<file path="config.mk">
export PLATFORM = sky130hd
export DESIGN_NAME = wdr_watchdog_and_reset_control
export DESIGN_NICKNAME = d
export VERILOG_FILES = /design/src/wdr_pkg.sv /design/src/wdr_low_voltage_filter.sv /design/src/wdr_watchdog_and_reset_control.sv
export SDC_FILE = /design/constraint.sdc
export NUM_CORES = 1
export LEC_CHECK = 0
export BUFFER_PORTS_ARGS = -buffer_cell sky130_fd_sc_hd__buf_4
export CELL_PAD_IN_SITES_DETAIL_PLACEMENT = 0
export CELL_PAD_IN_SITES_GLOBAL_PLACEMENT = 1
export CORE_ASPECT_RATIO = 0.9
export CORE_MARGIN = 4
export CORE_UTILIZATION = 43
export CTS_BUF_LIST = sky130_fd_sc_hd__clkbuf_8 sky130_fd_sc_hd__clkbuf_16
export CTS_CLUSTER_DIAMETER = 60
export DETAILED_ROUTE_END_ITERATION = 10
export GPL_TIMING_DRIVEN = 0
export HOLD_SLACK_MARGIN = 0.08
export PLACE_DENSITY = 0.77
export SLEW_MARGIN = 5
export SYNTH_ARGS = -nofsm -noshare
export SYNTH_HDL_FRONTEND = slang
export SYNTH_SLANG_ARGS = --single-unit
</file>
<file path="constraint.sdc">
create_clock -name clk -period 3.1 [get_ports clk]
set_clock_uncertainty 0.05 [all_clocks]
set_input_delay 0.31 -clock clk [delete_from_list [all_inputs] [get_ports clk]]
set_output_delay 0.31 -clock clk [all_outputs]
set_load 0.02 [all_outputs]
</file>
<file path="src/wdr_pkg.sv">
// Package with register map, field layouts, reset values and timing counts.
package wdr_pkg;
	// ==========================================================
	// Register offsets
	localparam logic [1:0] ADDR_WDOG_CTRL = 2'h0;
	localparam logic [1:0] ADDR_RST_FLAGS = 2'h1;
	localparam logic [1:0] ADDR_VSEL      = 2'h2;
	localparam logic [1:0] ADDR_PWR_STAT  = 2'h3;
	// ==========================================================
	// Reset values and keyed codes
	localparam logic [7:0] WDOG_CTRL_POR  = 8'h53;
	localparam logic [7:0] VSEL_POR       = 8'h55;
	localparam logic [4:0] KEY_DISABLE    = 5'h15;
	localparam logic [4:0] KEY_ENABLE     = 5'h0A;
	localparam logic [7:0] VSEL_2V10      = 8'h55;
	localparam logic [7:0] VSEL_2V55      = 8'h33;
	localparam logic [7:0] VSEL_3V15      = 8'h99;
	localparam logic [7:0] VSEL_3V80      = 8'hAA;
	// ==========================================================
	// Field positions in the reset cause register
	localparam int FLAG_WDOG_CTRL = 0;
	localparam int FLAG_VSEL      = 1;
	localparam int FLAG_LOW_VOLT  = 2;
	localparam int FLAG_SYSCLK_ON = 7;
	// Field positions in the power status register
	localparam int STAT_POWER_DOWN = 0;
	localparam int STAT_TIMEOUT    = 1;
	// ==========================================================
	// Timing
	localparam int CNT_WIDTH        = 18;
	localparam logic [1:0] KEY_RST_DELAY = 2'h2;
	localparam int LV_QUAL_CYCLES   = 4;
	typedef enum logic [2:0] {
		ST_RUN   = 3'b001,
		ST_PEND  = 3'b010,
		ST_RESET = 3'b100
	} wdr_state_e;
endpackage

</file>
<file path="src/wdr_low_voltage_filter.sv">
// Qualifying filter for the low supply indication.
`timescale 1ns/1ps
`default_nettype none
module wdr_low_voltage_filter #(
	parameter int QUAL = 4
) (
	input  wire logic clk,
	input  wire logic sys_rst,
	input  wire logic lowSupply,
	input  wire logic enable,
	output logic      qualified
);
	logic [7:0] count;
	logic [7:0] next_count;
	logic       next_qualified;

	// ==========================================================
	// Dip length counter
	// Short dips restart the count, so only a sustained low fires.
	always_comb begin
		next_count     = 8'h00;
		next_qualified = 1'b0;
		if (enable && lowSupply) begin
			if (count == 8'(QUAL)) begin
				next_count     = count;
				next_qualified = 1'b1;
			end else begin
				next_count = count + 8'h01;
			end
		end
	end

	always_ff @(posedge clk) begin
		if (sys_rst) begin
			count     <= 8'h00;
			qualified <= 1'b0;
		end else begin
			count     <= next_count;
			qualified <= next_qualified;
		end
	end
endmodule
`default_nettype wire

</file>
<file path="src/wdr_watchdog_and_reset_control.sv">
// Watchdog timer, keyed enable, voltage select and reset cause logic.
//
// Chosen here: the strobed register port and the register addresses.
`timescale 1ns/1ps
`default_nettype none
module wdr_watchdog_and_reset_control
	import wdr_pkg::*;
#(
	parameter int CW   = wdr_pkg::CNT_WIDTH,
	parameter int QUAL = wdr_pkg::LV_QUAL_CYCLES
) (
	input  wire logic       clk,
	input  wire logic       sys_rst,
	input  wire logic       powerOnRst,
	input  wire logic       subTick,
	input  wire logic       clearWatchdogInstr,
	input  wire logic       haltInstr,
	input  wire logic       haltDeepest,
	input  wire logic       powerDown,
	input  wire logic       lowSupply,
	input  wire logic [1:0] regAddr,
	input  wire logic [7:0] regWrData,
	input  wire logic       regWrite,
	input  wire logic       regRead,
	output logic      [7:0] regRdData,
	output logic            deviceReset,
	output logic            pcStackReset,
	output logic            portsToInputs,
	output logic            pcToZero,
	output logic            timeoutEvent
);
	import wdr_pkg::*;

	logic [7:0]       wdogCtrl, next_wdogCtrl;
	logic [7:0]       vsel, next_vsel;
	logic [2:0]       flags, next_flags;
	logic             sysclkKeepOn, next_sysclkKeepOn;
	logic             timeoutFlag, next_timeoutFlag;
	logic             powerDownFlag, next_powerDownFlag;
	logic [CW-1:0]    wdCount, next_wdCount;
	logic             sleeping, next_sleeping;
	wdr_state_e       keyState, next_keyState;
	wdr_state_e       vselState, next_vselState;
	logic [1:0]       keyDelay, next_keyDelay;
	logic [1:0]       vselDelay, next_vselDelay;
	logic [7:0]       next_regRdData;
	logic             next_deviceReset, next_pcStackReset, next_timeout;
	logic [CW-1:0]    limit;
	logic             keyBad, vselBad, wdEnabled, lvFire, wrCtrl, wrVsel;
	logic             keyFire, vselFire;

	// ==========================================================
	// Decodes
	assign wrCtrl   = regWrite && (regAddr == ADDR_WDOG_CTRL);
	assign wrVsel   = regWrite && (regAddr == ADDR_VSEL);
	assign wdEnabled = (wdogCtrl[7:3] == KEY_ENABLE);
	assign keyBad   = !wdEnabled && (wdogCtrl[7:3] != KEY_DISABLE);
	assign vselBad  = !(vsel == VSEL_2V10 || vsel == VSEL_2V55 ||
	                    vsel == VSEL_3V15 || vsel == VSEL_3V80);
	assign keyFire  = (keyState == ST_RESET);
	assign vselFire = (vselState == ST_RESET);

	// Period code to terminal count.
	always_comb begin
		case (wdogCtrl[2:0])
			3'h0:    limit = CW'(18'h000FF);
			3'h1:    limit = CW'(18'h003FF);
			3'h2:    limit = CW'(18'h00FFF);
			3'h3:    limit = CW'(18'h03FFF);
			3'h4:    limit = CW'(18'h07FFF);
			3'h5:    limit = CW'(18'h0FFFF);
			3'h6:    limit = CW'(18'h1FFFF);
			default: limit = CW'(18'h3FFFF);
		endcase
	end

	// ==========================================================
	// Low voltage qualification
	wdr_low_voltage_filter #(
		.QUAL(QUAL)
	) u_filter (
		.clk      (clk),
		.sys_rst  (sys_rst),
		.lowSupply(lowSupply),
		.enable   (!powerDown),
		.qualified(lvFire)
	);

	// ==========================================================
	// Illegal code delay machines
	// The delay counts low speed ticks so the reset lands one to two
	// slow cycles later, depending on where the first tick falls.
	always_comb begin
		next_keyState  = keyState;
		next_keyDelay  = keyDelay;
		next_vselState = vselState;
		next_vselDelay = vselDelay;
		case (keyState)
			ST_RUN: begin
				if (keyBad) begin
					next_keyState = ST_PEND;
					next_keyDelay = 2'h0;
				end
			end
			ST_PEND: begin
				if (subTick) begin
					next_keyDelay = keyDelay + 2'h1;
				end
				if (subTick && keyDelay == KEY_RST_DELAY - 2'h1) begin
					next_keyState = ST_RESET;
				end
			end
			ST_RESET: next_keyState = ST_RUN;
			default:  next_keyState = ST_RUN;
		endcase
		case (vselState)
			ST_RUN: begin
				if (vselBad) begin
					next_vselState = ST_PEND;
					next_vselDelay = 2'h0;
				end
			end
			ST_PEND: begin
				if (subTick) begin
					next_vselDelay = vselDelay + 2'h1;
				end
				if (subTick && vselDelay == KEY_RST_DELAY - 2'h1) begin
					next_vselState = ST_RESET;
				end
			end
			ST_RESET: next_vselState = ST_RUN;
			default:  next_vselState = ST_RUN;
		endcase
	end

	// ==========================================================
	// Watchdog counter and reset generation
	always_comb begin
		next_wdCount      = wdCount;
		next_sleeping     = sleeping;
		next_timeout      = 1'b0;
		next_deviceReset  = 1'b0;
		next_pcStackReset = 1'b0;
		if (keyFire || clearWatchdogInstr || haltInstr) begin
			next_wdCount = '0;
		end else if (haltDeepest) begin
			next_wdCount = '0;
		end else if (wdEnabled && subTick) begin
			if (wdCount == limit) begin
				next_wdCount = '0;
				next_timeout = 1'b1;
			end else begin
				next_wdCount = wdCount + CW'(1);
			end
		end
		if (haltInstr) begin
			next_sleeping = 1'b1;
		end
		if (timeoutEvent || keyFire || vselFire || lvFire) begin
			next_sleeping = 1'b0;
		end
		if (timeoutEvent && sleeping) begin
			next_pcStackReset = 1'b1;
		end else if (timeoutEvent || keyFire || vselFire || lvFire) begin
			next_deviceReset = 1'b1;
		end
	end

	// ==========================================================
	// Registers, flags and read path
	always_comb begin
		next_wdogCtrl      = wdogCtrl;
		next_vsel          = vsel;
		next_flags         = flags;
		next_sysclkKeepOn  = sysclkKeepOn;
		next_timeoutFlag   = timeoutFlag;
		next_powerDownFlag = powerDownFlag;
		next_regRdData     = 8'h00;
		if (wrCtrl) begin
			next_wdogCtrl = regWrData;
		end
		if (wrVsel) begin
			next_vsel = regWrData;
		end
		if (regWrite && regAddr == ADDR_RST_FLAGS) begin
			// Software may write either value; hardware set wins below.
			next_flags        = regWrData[2:0];
			next_sysclkKeepOn = regWrData[FLAG_SYSCLK_ON];
		end
		if (clearWatchdogInstr) begin
			next_powerDownFlag = 1'b0;
			next_timeoutFlag   = 1'b0;
		end
		if (haltInstr) begin
			next_powerDownFlag = 1'b1;
			next_timeoutFlag   = 1'b0;
		end
		if (vselFire) begin
			next_vsel = VSEL_POR;
			next_flags[FLAG_VSEL] = 1'b1;
		end
		// The select register is left alone on a genuine dip.
		if (lvFire) begin
			next_flags[FLAG_LOW_VOLT] = 1'b1;
		end
		if (keyFire) begin
			next_flags[FLAG_WDOG_CTRL] = 1'b1;
		end
		if (timeoutEvent) begin
			next_timeoutFlag = 1'b1;
		end
		if (regRead) begin
			case (regAddr)
				ADDR_WDOG_CTRL: next_regRdData = wdogCtrl;
				ADDR_RST_FLAGS: next_regRdData = {sysclkKeepOn, 4'h0,
				                                  flags};
				ADDR_VSEL:      next_regRdData = vsel;
				default:        next_regRdData = {6'h00, timeoutFlag,
				                                  powerDownFlag};
			endcase
		end
	end

	// Power on reset restores everything but the low voltage filter, which only sys_rst clears; sys_rst is the same event here.
	always_ff @(posedge clk) begin
		if (sys_rst || powerOnRst) begin
			wdogCtrl      <= WDOG_CTRL_POR;
			vsel          <= VSEL_POR;
			flags         <= 3'h0;
			sysclkKeepOn  <= 1'b0;
			timeoutFlag   <= 1'b0;
			powerDownFlag <= 1'b0;
			wdCount       <= '0;
			sleeping      <= 1'b0;
			keyState      <= ST_RUN;
			vselState     <= ST_RUN;
			keyDelay      <= 2'h0;
			vselDelay     <= 2'h0;
			regRdData     <= 8'h00;
			deviceReset   <= 1'b0;
			pcStackReset  <= 1'b0;
			timeoutEvent  <= 1'b0;
			portsToInputs <= 1'b1;
			pcToZero      <= 1'b1;
		end else begin
			wdogCtrl      <= next_wdogCtrl;
			vsel          <= next_vsel;
			flags         <= next_flags;
			sysclkKeepOn  <= next_sysclkKeepOn;
			timeoutFlag   <= next_timeoutFlag;
			powerDownFlag <= next_powerDownFlag;
			wdCount       <= next_wdCount;
			sleeping      <= next_sleeping;
			keyState      <= next_keyState;
			vselState     <= next_vselState;
			keyDelay      <= next_keyDelay;
			vselDelay     <= next_vselDelay;
			regRdData     <= next_regRdData;
			deviceReset   <= next_deviceReset;
			pcStackReset  <= next_pcStackReset;
			timeoutEvent  <= next_timeout;
			portsToInputs <= next_deviceReset;
			pcToZero      <= next_deviceReset || next_pcStackReset;
		end
	end
endmodule
`default_nettype wire

</file>
After elaboration in Yosys (flattened, before gate mapping)
Index checks and enable logic that the tools add are counted.
{ "word_totals": {"register_bits": 73, "input_bits": 21, "output_inout_bits": 13} }
{ "classes": {"add_sub_neg": 4, "n_eq_ne": 30, "muxes": 28, "bitwise": 3, "reduce_logical": 40} }
{ "ops": {"columns": ["op", "n"], "rows": [
  ["one-hot mux 18 bit (7 select lines)", 1],
  ["one-hot mux 8 bit (3 select lines)", 1],
  ["adder 18 x 1 -> 18 bit (second input constant)", 1],
  ["equality test 18 bit", 1],
  ["two-way mux 18 bit", 1],
  ["equality test 8 bit (second input constant)", 2],
  ["equality test 3 bit (second input constant)", 5],
  ["two-way mux 3 bit", 5],
  ["equality test 3 x 2 -> 1 bit (second input constant)", 4],
  ["two-way mux 1 bit", 12],
  ["!= test 2 bit (second input constant)", 6],
  ["one-hot mux 3 bit (2 select lines)", 2],
  ["nonzero test 2 bit", 6],
  ["logical OR 1 bit", 10],
  ["equality test 3 x 1 -> 1 bit (second input constant)", 3],
  ["logical AND 1 bit", 9],
  ["adder 8 x 1 -> 8 bit (second input constant)", 1],
  ["equality test 8 x 3 -> 1 bit (second input constant)", 1],
  ["equality test 8 x 6 -> 1 bit (second input constant)", 1],
  ["equality test 8 x 7 -> 1 bit (second input constant)", 1],
  ["two-way mux 2 bit", 4],
  ["one-hot mux 2 bit (2 select lines)", 2],
  ["OR reduction 2 bit", 4],
  ["equality test 2 x 1 -> 1 bit (second input constant)", 3],
  ["other kinds (13)", 19]
]} }

Longest topological paths before layout
{ "logic_depth": {"depth_word": 7, "mapped_depth": 7} }

Modules after synthesis
A second synthesis with hierarchy kept.
{ "unflattened": {"cells_unflattened": 373, "area_unflattened_um2": 3313.2} }
{ "modules_own_cells": {"columns": ["mod", "instances", "cells_per_inst", "area_per_inst_um2"], "rows": [
  ["wdr_watchdog_and_reset_control", 1, 325, 2891.5],
  ["wdr_low_voltage_filter", 1, 48, 421.7]
]} }

Worst setup path before layout
Ideal clock, no wire load.
{ "synth_timing": {"path_kind": "register to register", "from": "reg wdCount[0]", "to": "reg wdCount[6]", "setup_time_ns": 0.116, "arrival_ns": 1.574, "t_required_ns": 2.934, "slack_ns": 1.359, "stages_incl_launch_ff": 7, "n_path_buf": 1, "synth_period_minus_slack_ns": 1.741, "cell_sequence": "dfxtp_1 > ha_1 > and4b_1 > nand4_2 > nor4_4 > buf_6 > nor3_2"} }
{ "synth_via": {"elab_chain_len": 2, "elab_cells_between_ends": 3, "classes_between": "add/sub: 1; eq/ne: 1; mux: 1"} }
{ "synth_lines": {"columns": ["item", "line", "source"], "rows": [
  ["start: declaration", "wdr_watchdog_and_reset_control.sv:40", "logic [CW-1:0] wdCount, next_wdCount;"],
  ["start signal: assignment", "wdr_watchdog_and_reset_control.sv:252", "wdCount <= next_wdCount;"],
  ["adder 18 x 1 -> 18 bit or equality test 18 bit (tied branches)", "wdr_watchdog_and_reset_control.sv:153, wdr_watchdog_and_reset_control.sv:149", null],
  ["two-way mux 18 bit *", "wdr_watchdog_and_reset_control.sv:149", "if (wdCount == limit) begin"]
]} }
Mark *: on every way between the ends. The rest lies on a longest branch, timed or not.
A chain may end at the register's enable or synchronous reset.

Worst setup path in the final report
{ "layout_timing": {"from": "reg wdCount[0]", "to": "reg wdCount[7]"} }
Same word-level chain as after synthesis.

==> results by group <==
Synth
  – Avg Cell Area, Syn: about 9.2 µm²
  – Ranking of synthesized cells by area: dfxtp_1 44%, mux2i_1 5.1%, nor2_1 5.0%, xor2_1 4.2%, nand2_1 3.8%
  – Cell area after synthesis: ~3300 µm²
  – Yosys cell types: slightly above 50
  – Share of the synthesized area in the top cell type: 0.439
  – Syn Inst Count: 361
  – Synth Area in XOR/XNOR: 0.0605
  – Yosys reg bits: 73
  – Async SR Flop Fraction: 0
  – Post-synthesis simple-gate area fraction: 0.308
  – Synth top cells by count: 73 x dfxtp_1, 44 x nor2_1, 34 x nand2_1, 25 x a21oi_1, 23 x nand3_1
  – Largest area contributor in the netlist: dfxtp_1
  – Syn Nets: between 300 and 400
  – Largest family of logic cells by synthesized area: simple AND/OR/NAND/NOR gates
  – Synth Flop Type: dfxtp_1
  – Seq/Total Area, Yosys: 0.439
  – Most numerous cell in the Yosys netlist: dfxtp_1
  – Multiplexer area fraction after synthesis: 0.0681
  – Post-Synth Adder-Cell Area: 0.0188
  – Number of synthesis warnings: 0
  – Post-synth EDFFs: 0
  – Post-synthesis compound-gate area fraction: 0.0688

STA
  – Endpoints failing setup: 0
  – Worst slew margin: 0.477
  – Count of final max-slew check failures: 0
  – Fmax: 487 MHz
  – Worst-margin pin slew: ~0.78 ns
  – Tcrit/Tclk final: 0.663
  – Final Critical Period: 2.05 ns
  – TNS Setup: 0 ns
  – Fin Hold WS: around 0.14 ns
  – Hold Fails Final Rpt: 0
  – RSZ-0062 raised after global routing: no

Clocking
  – Hold Buf Count CTS: 0
  – CTS H-tree lvls: 3
  – CTS tree: yes
  – Clock Path Buffers: 2
  – Cts repair resizes: 0
  – Clock sinks: 73
  – Reg clk slew, reported paths: ~0.080 ns
  – Clock latency on the worst-skew pair: 0.34 ns
  – CTS root buffer: clkbuf_8
  – Setup bufs post-CTS: 0
  – Num CTS Buffers: 9

Pwr
  – Power per Cell Area: approximately 490 nW/µm²
  – Static leakage: between 1 and 1.5 nW
  – Design Power: roughly 1.9 mW
  – Peak supply drop: 0.000223 V

Detailed routing
  – Drc violations: 0
  – Routed WL: roughly 7.2 mm
  – WL/cell: between 10 and 15 µm
  – Detailed Routing Iterations Pass 1: 4
  – Antenna Violating Nets Remaining: 0
  – 1st-iter DRT viols: 80
  – Vias: around 2600
  – Vias/cell: approximately 5

Hold path
  – HP Class: in -> reg
  – Hold Path End: wdogCtrl[4]$_SDFFE_PP1P_
  – HP Start: regWrData[4]
  – WHS Path Cells: 3

Setup path
  – FF-to-FF path depth: 6
  – Worst setup SP type: register
  – Crit end category: register
  – CP required: between 3 and 4 ns
  – Buf/Inv on CP: 1
  – WP data arrival: 2.23 ns
  – RR Startpoint: wdCount[0]$_SDFFE_PP0P_
  – Crit-path cells: ha_1 > and4b_1 > nand4_2 > nor4_4 > buf_6 > nor3_2
  – FF-to-FF setup slack: 1.05 ns
  – Max stage delay cell, worst path: nor4_4
  – Crit path from: wdCount[0]$_SDFFE_PP0P_
  – Setup CP Type: reg -> reg
  – Top Family by Delay on Critical Path: simple AND/OR/NAND/NOR gates
  – RR Endpoint: wdCount[7]$_SDFFE_PP0P_
  – Worst Path Max Fanout: 10
  – Slowest stage delay, CP: between 0.6 and 0.7 ns

Die
  – Initial Util: 0.441
  – Die ar.: just over 9000 µm²
  – Die height: ~90 µm
  – DIE WIDTH: between 100 and 150 µm
  – Cell Rows: 30
  – # IOs: 34
  – Core Area: ~7500 µm²

Cells and area
  – Layout Nets: between 400 and 500
  – Area of the multi-input gates: 1740 µm²
  – Layout fillers: approximately 700
  – Syn-to-layout area delta: 17.7%
  – ANT cells: 0
  – Layout cells sized above 1: 0.191
  – Reg area: about 1500 µm²

Placement
  – HPWL after DPL: roughly 5.2 mm
  – Number of buffers added on ports: 32
  – RePlAce Congestion: just under 0.8

Global route
  – Initial antenna violation count: 0
  – First-pass GRT wire length: between 10 and 15 mm
  – Grt total ovfl: 0
  – GRT Total Usage: 0.168
  – Vias in the first global route: between 2000 and 2500
  – Largest net degree at the start of global routing: 13

Flow run
  – Max-cap viol count: 0

Outcome
  – Status: finished, final reports clean
[metrics by stage]
stage          instance area, µm²  std cells   util  setup WS (ns)
2_1_floorplan                3330        361      -           1.36
3_3_place_gp                 3690        489  0.489           1.07
3_5_place_dp                 3690        489  0.489           1.05
4_1_cts                      3920        505  0.519           1.04
5_1_grt                      3920        505  0.519          0.840
6_report                     3920        505  0.519           1.05
[final cells by class]
type | count | area share
multi-input cells | 265 | 0.445
flip-flops and latches | 73 | 0.373
repair buffers | 32 | 0.0613
clock buffers | 11 | 0.0387
well taps | 96 | 0.0307
plain buffers | 14 | 0.0227
clock inverters | 5 | 0.0198
inverters | 9 | 0.00863
[worst min-delay path, stage by stage]
cell and delay, ns:
buf_4 0.08, mux2i_1 0.06, nand2_1 0.06
[cell families after synthesis]
kind of cell	after synthesis
flops	73
simple gates	178
mux	20
fa+ha+maj	5
xor+xnor	23
compound gates	39
buf+inv	23
[flip-flops by register name (all words and copies together) (netlist names), 2 cells and up]
register	count
wdCount	18
keyState	3
u_filter.count	8
wdogCtrl	8
vselState	3
vsel	8
vselDelay	2
regRdData	8
keyDelay	2
flags	3
[layer usage]
layer	track usage	routed length, µm
met3	0.0476	355
met5	0	0
met2	0.243	3060
met4	0.0494	61
met1	0.241	3760
[cell usage in the layout (no fill, tap or decap), types with 5 or more instances in the layout]
master / instances
mux2i_1: 17
clkbuf_8: 11
nand2_1: 34
nor2b_1: 5
xor2_1: 16
buf_4: 34
nor2_1: 44
nand4_1: 6
xnor2_1: 7
nor3_1: 12
inv_1: 9
ha_1: 5
nand3_1: 23
a21oi_1: 25
and3_1: 10
clkbuf_1: 7
nor3_2: 12
dfxtp_1: 73
[report_power, final]
group          total (mW)  internal (mW)  switching [mW]
sequential          0.957          0.948         0.00916
clock               0.843          0.494           0.349
combinational       0.112         0.0508          0.0611
total                1.91           1.49           0.419
[how the worst max path moves through the flow]
stage / cells after the start / endpoint
global route: 6 / wdCount[6]$_SDFFE_PP0P_
finish: 6 / wdCount[7]$_SDFFE_PP0P_
global placement: 6 / wdCount[6]$_SDFFE_PP0P_
CTS: 6 / wdCount[6]$_SDFFE_PP0P_
detailed placement: 6 / wdCount[10]$_SDFFE_PP0P_
floorplan: 6 / wdCount[6]$_SDFFE_PP0P_
Power figures use the tool's default switching activity.
